$ cat src/shared/hscl_map.svh
`ifndef HSCL_MAP_SVH
`define HSCL_MAP_SVH

`define HSCL_PORTS          6
`define HSCL_FUNC_PINS      29
`define HSCL_SYNC_W         21
`define HSCL_FUNC_ALT_MASK  29'h3810190

// ----------------------------------------
// register offsets and fields
// ----------------------------------------
`define HSCL_STATUS_OFS     12'h000
`define HSCL_PORTS_OFS      12'h004
`define HSCL_CTRL_OFS       12'h008
`define HSCL_CTRL_RST       2'h0
`define HSCL_ST_VALID       0
`define HSCL_ST_LAYOUT      1
`define HSCL_ST_RSVD        2
`define HSCL_ST_CODE_BAD    3
`define HSCL_PO_FIXED       8
`define HSCL_PO_CHARGE      16
`define HSCL_CT_OVR_EN      0
`define HSCL_CT_OVR_SEL     1

// ----------------------------------------
// timing
// ----------------------------------------
`define HSCL_CLK_NS         10
`define HSCL_SETTLE_NS      40
`define HSCL_SETTLE_CYC     ((`HSCL_SETTLE_NS + `HSCL_CLK_NS - 1) / `HSCL_CLK_NS)

`endif

$ cat src/shared/hscl_pkg.sv
`default_nettype none
package hscl_pkg;

   // ----------------------------------------
   // resistor level codes from the sense front end
   // ----------------------------------------
   typedef enum logic [2:0] {
      HSCL_LVL_200K_DN,
      HSCL_LVL_200K_UP,
      HSCL_LVL_10K_DN,
      HSCL_LVL_10K_UP,
      HSCL_LVL_10R_DN,
      HSCL_LVL_10R_UP
   } hscl_level_e;

   typedef enum logic [1:0] {
      HSCL_IN_RESET,
      HSCL_SETTLE,
      HSCL_HOLD
   } hscl_state_e;

   typedef struct packed {
      logic       valid;
      logic       layout;
      logic [5:0] cdpPorts;
      logic [5:0] dcpPorts;
      logic [5:0] fixedPorts;
      logic [5:0] ssDisable;
      logic [5:0] u2Disable;
   } hscl_cfg_s;

endpackage : hscl_pkg
`default_nettype wire

$ cat src/logic/hub_strap_config_latch.sv
`timescale 1ns/100ps
`default_nettype none
`include "hscl_map.svh"

module hub_strap_config_latch (
   // clock, reset, enable
   input  wire logic                           clk,
   input  wire logic                           reset,
   input  wire logic                           en,
   // apb slave
   input  wire logic                           psel,
   input  wire logic                           penable,
   input  wire logic                           pwrite,
   input  wire logic [11:0]                    paddr,
   input  wire logic [31:0]                    pwdata,
   output var  logic [31:0]                    prdata,
   output var  logic                           pready,
   output var  logic                           pslverr,
   // strap pins and external reset pin
   input  wire logic                           extResetN,
   input  wire logic [5:0]                     portDplusDisableStrap,
   input  wire logic [5:0]                     portDminusDisableStrap,
   input  wire logic [2:0]                     fixedPortsSelectStrap,
   input  wire logic [2:0]                     chargingPortsSelectStrap,
   input  wire logic [1:0]                     layoutStrap,
   // decoded configuration
   output var  hscl_pkg::hscl_cfg_s            hubCfg,
   output var  logic [`HSCL_FUNC_PINS-1:0]     funcPinAlt
);

   // ----------------------------------------
   // declarations
   // ----------------------------------------
   logic [`HSCL_SYNC_W-1:0] rawIn;
   logic [`HSCL_SYNC_W-1:0] sync1_ff;
   logic [`HSCL_SYNC_W-1:0] sync2_ff;
   logic [`HSCL_SYNC_W-1:0] sync3_ff;
   logic [`HSCL_SYNC_W-1:0] stable_ff;
   logic [5:0]              dPlusS;
   logic [5:0]              dMinusS;
   logic [2:0]              fixedS;
   logic [2:0]              chargeS;
   logic [1:0]              layoutS;
   logic                    extRstS;
   hscl_pkg::hscl_state_e   state_ff;
   hscl_pkg::hscl_state_e   nxt_state;
   logic [2:0]              settleCnt_ff;
   logic                    capture;
   hscl_pkg::hscl_cfg_s     cfg_ff;
   hscl_pkg::hscl_cfg_s     nxt_cfg;
   logic                    rsvd_ff;
   logic                    codeBad_ff;
   logic [2:0]              fixedCode_ff;
   logic [2:0]              chargeCode_ff;
   logic [1:0]              ctrl_ff;
   logic                    layoutEff;
   logic [`HSCL_FUNC_PINS-1:0] funcAlt_ff;
   localparam logic [`HSCL_FUNC_PINS-1:0] funcAltMask = `HSCL_FUNC_ALT_MASK;
   logic [31:0]             prdata_ff;
   logic                    pready_ff;
   logic                    pslverr_ff;
   logic [31:0]             nxt_rdata;
   logic                    addrHit;
   logic                    accessIn;

   // ----------------------------------------
   // pin synchronisers
   // ----------------------------------------
   // the third device-mode strap is not brought in at all
   // third strap ignored
   assign rawIn = {extResetN, layoutStrap, chargingPortsSelectStrap,
                   fixedPortsSelectStrap, portDminusDisableStrap, portDplusDisableStrap};

   // a change counts only once stages two and three agree
   genvar gi;
   generate
      for (gi = 0; gi < `HSCL_SYNC_W; gi = gi + 1) begin : g_sync
         always_ff @(posedge clk or posedge reset) begin
            if (reset) begin
               sync1_ff[gi]  <= 1'b0;
               sync2_ff[gi]  <= 1'b0;
               sync3_ff[gi]  <= 1'b0;
               stable_ff[gi] <= 1'b0;
            end else if (en) begin
               sync1_ff[gi] <= rawIn[gi];
               sync2_ff[gi] <= sync1_ff[gi];
               sync3_ff[gi] <= sync2_ff[gi];
               if (sync2_ff[gi] == sync3_ff[gi]) begin
                  stable_ff[gi] <= sync3_ff[gi];
               end
            end
         end
      end
   endgenerate

   assign dPlusS  = stable_ff[5:0];
   assign dMinusS = stable_ff[11:6];
   assign fixedS  = stable_ff[14:12];
   assign chargeS = stable_ff[17:15];
   assign layoutS = stable_ff[19:18];
   assign extRstS = stable_ff[20];

   // ----------------------------------------
   // capture sequencing
   // ----------------------------------------
   // reset of the stable copy reads as external reset held, so power-on
   // and pin reset share one release path
   always_comb begin
      nxt_state = state_ff;
      case (state_ff)
         hscl_pkg::HSCL_IN_RESET: begin
            if (extRstS) begin
               nxt_state = hscl_pkg::HSCL_SETTLE;
            end
         end
         hscl_pkg::HSCL_SETTLE: begin
            if (!extRstS) begin
               nxt_state = hscl_pkg::HSCL_IN_RESET;
            end else if (capture) begin
               nxt_state = hscl_pkg::HSCL_HOLD;
            end
         end
         hscl_pkg::HSCL_HOLD: begin
            if (!extRstS) begin
               nxt_state = hscl_pkg::HSCL_IN_RESET;
            end
         end
         default: begin
            nxt_state = hscl_pkg::HSCL_IN_RESET;
         end
      endcase
   end

   always_ff @(posedge clk or posedge reset) begin
      if (reset) begin
         state_ff <= hscl_pkg::HSCL_IN_RESET;
      end else if (en) begin
         state_ff <= nxt_state;
      end
   end

   // settle window lets strap levels finish passing the synchronisers
   always_ff @(posedge clk or posedge reset) begin
      if (reset) begin
         settleCnt_ff <= 3'h0;
      end else if (en) begin
         if (state_ff != hscl_pkg::HSCL_SETTLE) begin
            settleCnt_ff <= 3'h0;
         end else if (!capture) begin
            settleCnt_ff <= settleCnt_ff + 3'h1;
         end
      end
   end

   assign capture = (state_ff == hscl_pkg::HSCL_SETTLE) && extRstS &&
                    (settleCnt_ff == 3'(`HSCL_SETTLE_CYC - 1));

   // ----------------------------------------
   // strap decode
   // ----------------------------------------
   // six level decode
   function automatic logic [5:0] countMask(input logic [2:0] code);
      case (code)
         hscl_pkg::HSCL_LVL_200K_DN: countMask = 6'h00;
         hscl_pkg::HSCL_LVL_200K_UP: countMask = 6'h01;
         hscl_pkg::HSCL_LVL_10K_DN:  countMask = 6'h03;
         hscl_pkg::HSCL_LVL_10K_UP:  countMask = 6'h07;
         hscl_pkg::HSCL_LVL_10R_DN:  countMask = 6'h0f;
         hscl_pkg::HSCL_LVL_10R_UP:  countMask = 6'h3f;
         default:                    countMask = 6'h00;
      endcase
   endfunction : countMask

   always_comb begin
      nxt_cfg = cfg_ff;
      nxt_cfg.u2Disable  = dPlusS & dMinusS;
      nxt_cfg.ssDisable  = dPlusS & dMinusS;
      nxt_cfg.fixedPorts = countMask(fixedS);
      nxt_cfg.dcpPorts   = countMask(chargeS);
      nxt_cfg.cdpPorts   = countMask(chargeS);
      nxt_cfg.layout     = (layoutS == 2'h1);
      nxt_cfg.valid      = 1'b1;
   end

   always_ff @(posedge clk or posedge reset) begin
      if (reset) begin
         cfg_ff <= '0;
      end else if (en) begin
         if (capture) begin
            cfg_ff <= nxt_cfg;
         end else if (!extRstS) begin
            cfg_ff.valid <= 1'b0;
         end
      end
   end

   // flags for straps outside the defined levels
   always_ff @(posedge clk or posedge reset) begin
      if (reset) begin
         rsvd_ff       <= 1'b0;
         codeBad_ff    <= 1'b0;
         fixedCode_ff  <= 3'h0;
         chargeCode_ff <= 3'h0;
      end else if (en && capture) begin
         rsvd_ff       <= layoutS[1];
         codeBad_ff    <= (fixedS > 3'h5) || (chargeS > 3'h5);
         fixedCode_ff  <= fixedS;
         chargeCode_ff <= chargeS;
      end
   end

   // ----------------------------------------
   // function pin defaults
   // ----------------------------------------
   // software may override the strapped layout for the function pins and the status bit
   assign layoutEff = ctrl_ff[`HSCL_CT_OVR_EN] ? ctrl_ff[`HSCL_CT_OVR_SEL] : cfg_ff.layout;

   // only pins whose function differs between layouts switch
   generate
      for (gi = 0; gi < `HSCL_FUNC_PINS; gi = gi + 1) begin : g_func
         always_ff @(posedge clk or posedge reset) begin
            if (reset) begin
               funcAlt_ff[gi] <= 1'b0;
            end else if (en) begin
               funcAlt_ff[gi] <= layoutEff & funcAltMask[gi];
            end
         end
      end
   endgenerate

   // ----------------------------------------
   // apb slave
   // ----------------------------------------
   // one wait state: pready rises in the second access cycle
   assign accessIn = psel && penable && !pready_ff;
   assign addrHit  = (paddr == `HSCL_STATUS_OFS) || (paddr == `HSCL_PORTS_OFS) ||
                     (paddr == `HSCL_CTRL_OFS);

   always_comb begin
      nxt_rdata = 32'h0;
      case (paddr)
         `HSCL_STATUS_OFS: begin
            nxt_rdata[`HSCL_ST_VALID]    = cfg_ff.valid;
            nxt_rdata[`HSCL_ST_LAYOUT]   = layoutEff;
            nxt_rdata[`HSCL_ST_RSVD]     = rsvd_ff;
            nxt_rdata[`HSCL_ST_CODE_BAD] = codeBad_ff;
            nxt_rdata[10:8]              = fixedCode_ff;
            nxt_rdata[14:12]             = chargeCode_ff;
         end
         `HSCL_PORTS_OFS: begin
            nxt_rdata[5:0]                    = cfg_ff.u2Disable;
            nxt_rdata[`HSCL_PO_FIXED +: 6]    = cfg_ff.fixedPorts;
            nxt_rdata[`HSCL_PO_CHARGE +: 6]   = cfg_ff.dcpPorts;
         end
         `HSCL_CTRL_OFS: begin
            nxt_rdata[1:0] = ctrl_ff;
         end
         default: begin
            nxt_rdata = 32'h0;
         end
      endcase
   end

   always_ff @(posedge clk or posedge reset) begin
      if (reset) begin
         pready_ff  <= 1'b0;
         pslverr_ff <= 1'b0;
         prdata_ff  <= 32'h0;
      end else if (en) begin
         pready_ff  <= accessIn;
         pslverr_ff <= accessIn && !addrHit;
         if (accessIn && !pwrite) begin
            prdata_ff <= nxt_rdata;
         end
      end
   end

   // writes land on the edge that sees pready high
   always_ff @(posedge clk or posedge reset) begin
      if (reset) begin
         ctrl_ff <= `HSCL_CTRL_RST;
      end else if (en) begin
         if (psel && penable && pready_ff && pwrite && (paddr == `HSCL_CTRL_OFS)) begin
            ctrl_ff <= pwdata[1:0];
         end
      end
   end

   assign prdata     = prdata_ff;
   assign pready     = pready_ff;
   assign pslverr    = pslverr_ff;
   assign hubCfg     = cfg_ff;
   assign funcPinAlt = funcAlt_ff;
endmodule : hub_strap_config_latch
`default_nettype wire

$ cat config.mk
export PLATFORM = sky130hd
export DESIGN_NAME = hub_strap_config_latch
export DESIGN_NICKNAME = d
export VERILOG_FILES = /design/src/shared/hscl_pkg.sv /design/src/logic/hub_strap_config_latch.sv
export VERILOG_INCLUDE_DIRS = /design/src /design/src/shared
export SDC_FILE = /design/constraint.sdc
export NUM_CORES = 1
export LEC_CHECK = 0
export BUFFER_PORTS_ARGS = -buffer_cell sky130_fd_sc_hd__buf_2
export CORE_MARGIN = 2
export CORE_UTILIZATION = 50
export CTS_CLUSTER_SIZE = 8
export DETAILED_ROUTE_END_ITERATION = 16
export GPL_TIMING_DRIVEN = 0
export HOLD_SLACK_MARGIN = 0.1
export MAX_ROUTING_LAYER = met4
export PLACE_DENSITY_LB_ADDON = 0.15
export RECOVER_POWER = 25
export SLEW_MARGIN = 20
export SYNTH_ARGS = -nofsm -noshare
export SYNTH_HDL_FRONTEND = slang
export SYNTH_SLANG_ARGS = --single-unit
$ cat constraint.sdc
create_clock -name clk -period 6.4 [get_ports clk]
set_input_delay 0.32 -clock clk [delete_from_list [all_inputs] [get_ports clk]]
set_output_delay 0.32 -clock clk [all_outputs]
set_load 0.01 [all_outputs]
==> results.sh, run 1 <==
export IMPL_outcome="finished with violations"
export IMPL_violations="capacitance limit, slew limit"
export IMPL_required_ns=6.50
export IMPL_critical_path_class="in2async"
export IMPL_grt_ovfl_total=0
export IMPL_h_tree_depth=4
export IMPL_rsz0062_at_grt="no"
export IMPL_power_density_nw_per_um2=365
export IMPL_routabilityCongestion=0.767
export IMPL_end_kind="asynchronous set/reset pin"
export IMPL_clock_sinks=138
export IMPL_crit_chain="dlygate4sd3_1 -> clkbuf_1 -> clkinvlp_2"
export IMPL_ys_ff_latch=138
export IMPL_arrival_ns=2.49
export IMPL_clockBufferDepth=2
export IMPL_die_h_microns=114
export IMPL_cts_setup_buffers=0
export IMPL_fin_util=0.632
export IMPL_max_stage_delay_ns=1.50
export IMPL_ys_seq_area_frac=0.576
export IMPL_post_dp_hpwl_mm=8.67
export IMPL_drtIter0Drc=251
export IMPL_vias_per_cell=5.09
export IMPL_cts_root_buf="clkbuf_16"
export IMPL_grt_pass1_wl_mm=20.3
export IMPL_drive_gt1_frac=0.349
export IMPL_setup_viol=0
export IMPL_leakagePower_nw=3.73
export IMPL_clock_skew_final_ns=0.00866
export IMPL_critPathTopFamily="buffers and inverters"
export IMPL_final_setup_tns_ns=0
export IMPL_port_buffers=99
export IMPL_chipWidth_microns=114
export IMPL_timing_final_crit_share=0.373
export IMPL_clk_latency_ns=0.41
export IMPL_ant_nets=0
export IMPL_drv_slew=59
export IMPL_areaGrowthSynthToFinish_pct=24.9
export IMPL_syn_area_sq_um=6000
export IMPL_grt_usage=0.207
export IMPL_yosysWarnings=0
export IMPL_grt_max_degree=81
export IMPL_cap_violations=1
export IMPL_ys_top_cells_by_area="dfrtp_1, mux2_2, buf_4"
export IMPL_antenna_cells=0
export IMPL_cts_resized=0
export IMPL_antenna_found_initial=0
export IMPL_drcViolationCount=0
export IMPL_critPathSlowestCell="clkinvlp_2"
export IMPL_ctsHoldBuffers=1
export IMPL_start_util=0.506
export IMPL_setup_worst_path_start_class="input pin"
export IMPL_min_period_ns=2.39
export IMPL_synth_cell_types=36
export IMPL_yosysTopAreaCellShare=0.576
export IMPL_clk_pin_slew_worst_paths_ns=0.05
export IMPL_slew_headroom=-0.787
export IMPL_place_ws_ns=4.47
export IMPL_ir_drop_uv=168
export IMPL_rows=40
export IMPL_core_area_sq_um=11900
export IMPL_fill_cells=993
export IMPL_via_count=4308
export IMPL_cts_buffers=17
export IMPL_floorplan_die_area_sq_um=12900
export IMPL_worstPathBufferInverterCount=3
export IMPL_crit_fanout=59
export IMPL_hold_viol=0
export IMPL_worst_pin_slew_ns=2.67
export IMPL_routedWlPerCell_microns=14.4
export IMPL_grt_pass1_vias=4195
export IMPL_min_path_type="in2reg"
export IMPL_wl_mm=12.2
export IMPL_synthCells=532
export IMPL_worst_slack_ns=4.01
export IMPL_max_freq_mhz=418
export IMPL_synth_avg_cell_area_sq_um=11.3
export IMPL_io_pins=166
export IMPL_synth_area_leader_cell="dfrtp_1"
export IMPL_timing_hold_ws_ns=0.133
export IMPL_firstDrtPassIters=4
export IMPL_cts_tree="built"
export IMPL_fin_nets=759
[cell type report]
type | instances | area (sq um) | area share
plain buffers | 79 | 514 | 0.0686
clock buffers | 26 | 529 | 0.0707
clock inverters | 6 | 130 | 0.0174
inverters | 29 | 110 | 0.0147
multi-input cells | 320 | 2050 | 0.274
flip-flops and latches | 138 | 3450 | 0.461
well taps | 147 | 184 | 0.0246
repair buffers | 101 | 519 | 0.0693
[per-layer routing]
layer	share of wire	global-route usage
met3	0.056	0.0452
met1	0.45	0.266
met4	0.020	0.0878
met5	0	-
met2	0.47	0.321
[worst reg2reg max path, stage by stage, from the launching register on]
cell and delay, ns:
dfrtp_1 0.39, ha_1 0.21, ha_1 0.22, nand4_1 0.28
buf_2 0.32, mux2_2 0.36
[worst paths after layout]
path / from / end / slack, ns / depth (start not counted)
worst min-delay path: portDminusDisableStrap[4] / sync1_ff[10] / 0.13 / 2
worst min register to register: prdata[9] / prdata[9] / 0.48 / 2
worst max register to register: settleCnt_ff[0] / chargeCode_ff[1] / 4.50 / 5
worst max-delay path: reset / sync2_ff[7] / 4.01 / 3
max in group clk: settleCnt_ff[0] / chargeCode_ff[1] / 4.50 / 5
min in group asynchronous: reset / sync3_ff[3] / 1.19 / 3
[synth_stat cells]
library cell and instances:
a21o_1 3, a31o_2 1, nor4_2 2, mux2_4 2, dfrtp_1 138, a211oi_2 1
nand2b_1 3, o21ai_0 79, o31ai_1 2, nor2b_1 5, a21oi_1 26, nand4_1 3
mux2_2 51, conb_1 1, nand2_1 54, nor3_4 1, o211ai_1 2, clkbuf_1 15
a22o_1 2, inv_1 29, buf_2 6, nand3_1 3, mux2i_1 9, buf_4 56
or3_4 3, ha_1 2, nor2_1 4, nor3_1 3, buf_1 2, o32ai_1 1
o21ai_1 7, nand3_2 1, a32o_1 9, a22oi_1 2, a211oi_1 2, o31a_1 2
[cell families (layout without fill, tap and decap cells)]
logic type	Yosys count	count (layout)	synth area share
AOI/OAI and AO/OA	139	139	0.133
DFF	138	138	0.576
buffers and inverters	108	241	0.104
and+or+nand+nor	82	82	0.0669
muxes	62	62	0.116
adders and majority gates	2	2	0.00417
other	1	35	0.000625
[stage by stage]
step | instance area (sq um) | std cells | power (W)
2_1_floorplan | 6130 | 566 | 0.00150
3_5_place_dp | 6840 | 813 | 0.00169
6_report | 7490 | 846 | 0.00274
4_1_cts | 7510 | 846 | 0.00276
3_3_place_gp | 6810 | 812 | 0.00166
5_1_grt | 7490 | 846 | 0.00288
[state kept, by name, indices dropped and copies added (netlist names), 3 cells and up]
| signal | count |
|---|---|
| dPlusS | 6 |
| sync2_ff | 21 |
| sync3_ff | 21 |
| fixedCode_ff | 3 |
| chargeCode_ff | 3 |
| fixedS | 3 |
| dMinusS | 6 |
| settleCnt_ff | 3 |
| hubCfg | 18 |
| chargeS | 3 |
| prdata | 18 |
| sync1_ff | 21 |
[report_power, final]
group,total [W],switching [W],internal (W),leakage (nW)
Combinational,0.000477,0.000236,0.000241,1.68
Sequential,0.00120,0.000160,0.00104,1.73
Clock,0.00106,0.000338,0.000724,0.327
[layout by cell type, fill, tap and decap left out, types with 17 or more instances in the layout]
| master | count |
|---|---|
| nand2_1 | 54 |
| conb_1 | 35 |
| a21oi_1 | 26 |
| buf_2 | 94 |
| clkbuf_16 | 17 |
| buf_4 | 56 |
| clkbuf_1 | 29 |
| o21ai_0 | 79 |
| inv_1 | 28 |
| dfrtp_1 | 138 |
| mux2_2 | 51 |
No activity file was read; power rests on OpenSTA's default activity.
==> inputs of run 2 (changes only) <==
--- a/config.mk
+++ b/config.mk
@@ -6,6 +6,7 @@
 export SDC_FILE = /design/constraint.sdc
 export NUM_CORES = 1
 export LEC_CHECK = 0
+export ABC_AREA = 1
 export BUFFER_PORTS_ARGS = -buffer_cell sky130_fd_sc_hd__buf_2
 export CORE_MARGIN = 2
 export CORE_UTILIZATION = 50
==> constraint.sdc (replaced) <==
create_clock -name clk -period 2.3 [get_ports clk]
set_input_delay 0.115 -clock clk [delete_from_list [all_inputs] [get_ports clk]]
set_output_delay 0.115 -clock clk [all_outputs]
set_load 0.01 [all_outputs]
==> run 2 against run 1 <==
  * The flow now finishes without violations
  * Register-to-register slack worse by 3.9 ns
  * Wire length is 5.5% higher
  * Die area is 0.68% higher
  * Largest power group unchanged
  * Synthesized cell count is 28% higher
  * Utilization is 2.1 points higher
==> results.sh, run 2 <==
export IMPL_fin_util=0.653
export IMPL_required_ns=2.61
export IMPL_grt_pass1_vias=4560
export IMPL_vias_per_cell=4.75
export IMPL_worst_pin_slew_ns=1.43
export IMPL_synthMostInstantiatedCell="nand2_1"
export IMPL_place_ws_ns=0.650
export IMPL_wl_mm=12.9
export IMPL_layout_commonest_cell="nand2_1"
export IMPL_r2r_setup_slack_ns=0.63
export IMPL_yosysWarnings=0
export IMPL_synth_cell_types=30
export IMPL_start_util=0.507
export IMPL_ant_nets=0
export IMPL_crit_end="fixedCode_ff[2]"
export IMPL_synthTopCellsByCount="nand2_1, dfrtp_1, o21ai_0, buf_4, inv_1"
export IMPL_areaGrowthSynthToFinish_pct=28.7
export IMPL_drcViolationCount=0
export IMPL_timing_final_crit_share=0.725
export IMPL_critical_path_class="reg2reg"
export IMPL_clock_skew_final_ns=0.0125
export IMPL_post_dp_hpwl_mm=9.15
export IMPL_grt_max_degree=35
export IMPL_grt_pass1_wl_mm=21.4
export IMPL_rsz0062_at_grt="no"
export IMPL_outcome="completed"
export IMPL_yosysTopAreaCellShare=0.572
export IMPL_synth_avg_cell_area_sq_um=8.90
export IMPL_cts_tree="built"
export IMPL_hold_viol=0
export IMPL_crit_path_start="settleCnt_ff[0]"
export IMPL_cpMostUsedCell="ha_1"
export IMPL_cts_buffers=17
export IMPL_leakagePower_nw=4.19
export IMPL_clk_latency_ns=0.41
export IMPL_power_w=0.00632
export IMPL_critPathSlowestCell="dfrtp_1"
export IMPL_clk_pin_slew_worst_paths_ns=0.06
export IMPL_power_density_nw_per_um2=812
export IMPL_io_pins=166
export IMPL_ys_top_cells_by_area="dfrtp_1, nand2_1, o21ai_0"
export IMPL_setup_viol=0
export IMPL_cts_root_buf="clkbuf_16"
export IMPL_antenna_cells=0
export IMPL_r2r_worst_path_cells=7
export IMPL_firstDrtPassIters=4
export IMPL_reg_largest_list="sync1_ff (21), sync2_ff (21), sync3_ff (21)"
export IMPL_synthCells=679
export IMPL_routedWlPerCell_microns=12.6
export IMPL_fin_nets=932
export IMPL_drv_slew=0
export IMPL_final_cell_mix="nand2_1, dfrtp_1, o21ai_0, buf_2, buf_4"
export IMPL_critPathTopFamily="adder cells"
export IMPL_synth_area_leader_cell="dfrtp_1"
export IMPL_slew_headroom=0.0412
export IMPL_end_kind="flip-flop"
export IMPL_worstPathBufferInverterCount=2
export IMPL_worst_slack_ns=0.632
export IMPL_ir_drop_uv=413
export IMPL_core_area_sq_um=11900
export IMPL_synthArstFlopShare=1.00
export IMPL_timing_rr_start="settleCnt_ff[0]"
export IMPL_reg2reg_to="fixedCode_ff[2]"
export IMPL_chipWidth_microns=114
export IMPL_rows=40
export IMPL_syn_area_sq_um=6040
export IMPL_routabilityCongestion=0.807
export IMPL_setup_worst_path_start_class="flip-flop"
export IMPL_max_stage_delay_ns=0.40
export IMPL_clockBufferDepth=2
export IMPL_ys_flop_type="dfrtp_1"
export IMPL_cap_violations=0
export IMPL_max_freq_mhz=600
export IMPL_critical_path_cell_count=7
export IMPL_min_path_type="in2reg"
export IMPL_drive_gt1_frac=0.245
export IMPL_h_tree_depth=4
export IMPL_port_buffers=99
export IMPL_min_path_cells=4
export IMPL_synth_edff_count=0
export IMPL_drtIter0Drc=236
export IMPL_crit_chain="ha_1 -> ha_1 -> nand4_2 -> buf_6 -> buf_2 -> nand2_1 -> o21ai_0"
export IMPL_grt_usage=0.216
export IMPL_floorplan_die_area_sq_um=13000
export IMPL_crit_fanout=10
export IMPL_ys_seq_area_frac=0.572
export IMPL_grt_ovfl_total=0
export IMPL_via_count=4843
export IMPL_antenna_found_initial=0
export IMPL_arrival_ns=1.98
export IMPL_die_h_microns=114
export IMPL_clock_sinks=138
export IMPL_ys_ff_latch=138
export IMPL_min_period_ns=1.67
==> run 2: cell count changes in the layout (fill, tap and decap cells not counted), sizes merged, moves of 18 or more <==
| cell | previous run | this run |
|---|---|---|
| nand2 | 54 | 218 |
| mux2 | 53 | 0 |
| nor2 | 4 | 40 |
| inv | 28 | 55 |
| a21oi | 26 | 1 |
| nand3 | 4 | 28 |
| dlygate4sd3 | 1 | 24 |
| o21ai | 86 | 108 |
| clkbuf | 53 | 35 |
==> run 2: worst min-delay path by stage <==
stage	from	slack, ns	endpoint
after CTS	penable	0.12	pready
final	penable	0.12	pready
after detailed placement	reset	0.26	prdata[0]
after global placement	portDminusDisableStrap[2]	0.32	sync1_ff[8]
after floorplan	portDplusDisableStrap[0]	0.24	sync1_ff[0]
after global routing	penable	0.13	pready
==> run 2: timing repair <==
item | 4_1_cts | 5_1_grt
resized for setup | 0 | 0
hold buffers | 24 | 0
endpoints found under the hold margin | 51 | 0
setup buffers | 0 | 0
==> run 2: stage by stage <==
| stage | instances | TNS (ns) | hold slack (ns) | instance area (sq um) |
|---|---|---|---|---|
| after floorplan | 713 | 0 | 0.236 | 6170 |
| after global placement | 959 | -41.68 | 0.322 | 6850 |
| after detailed placement | 963 | 0 | 0.261 | 6950 |
| after CTS | 1019 | 0 | 0.118 | 7790 |
| after global routing | 1019 | 0 | 0.131 | 7770 |
| final | 1019 | 0 | 0.119 | 7770 |
==> run 2: logic make-up after synthesis <==
family | count (synthesis) | synth area share
flip-flops | 138 | 0.572
buffers and inverters | 129 | 0.124
AO/OA/AOI/OAI | 115 | 0.0984
other | 1 | 0.000621
adder cells (fa/ha/maj) | 2 | 0.00414
AND/OR/NAND/NOR | 294 | 0.201
==> run 2: cell type report <==
| cell class | instances | area, sq um |
|---|---|---|
| Clock inverter | 15 | 178 |
| Fill cell | 997 | 4140 |
| Timing Repair Buffer | 127 | 831 |
| Clock buffer | 17 | 425 |
| Buffer | 83 | 563 |
| Tap cell | 147 | 184 |
| Inverter | 46 | 174 |
| Sequential cell | 138 | 3450 |
| Multi-Input combinational cell | 446 | 1970 |
==> run 2: where the power goes <==
group	switching, W	internal, W	total (W)
combinational	0.000414	0.000305	0.000719
sequential	0.000163	0.00267	0.00283
clock	0.00112	0.00164	0.00277
total	0.00170	0.00461	0.00632
==> run 2: worst reg2reg max path: cells and delay by family, from the launching register on <==
| kind | cells | cell delay (ns) |
|---|---|---|
| compound gates | 1 | 0.11 |
| simple gates | 2 | 0.23 |
| flops | 1 | 0.40 |
| buf+inv | 2 | 0.39 |
| fa+ha+maj | 2 | 0.43 |
==> run 2: routing by layer <==
layer  vias to the layer above  wire length (microns)  track usage
met1                      2273                   5820        0.272
met2                       128                   6390        0.363
met4                         0                     70       0.0488
met3                         9                    580       0.0462
li1                       2433                      -            -
met5                         -                      0            -
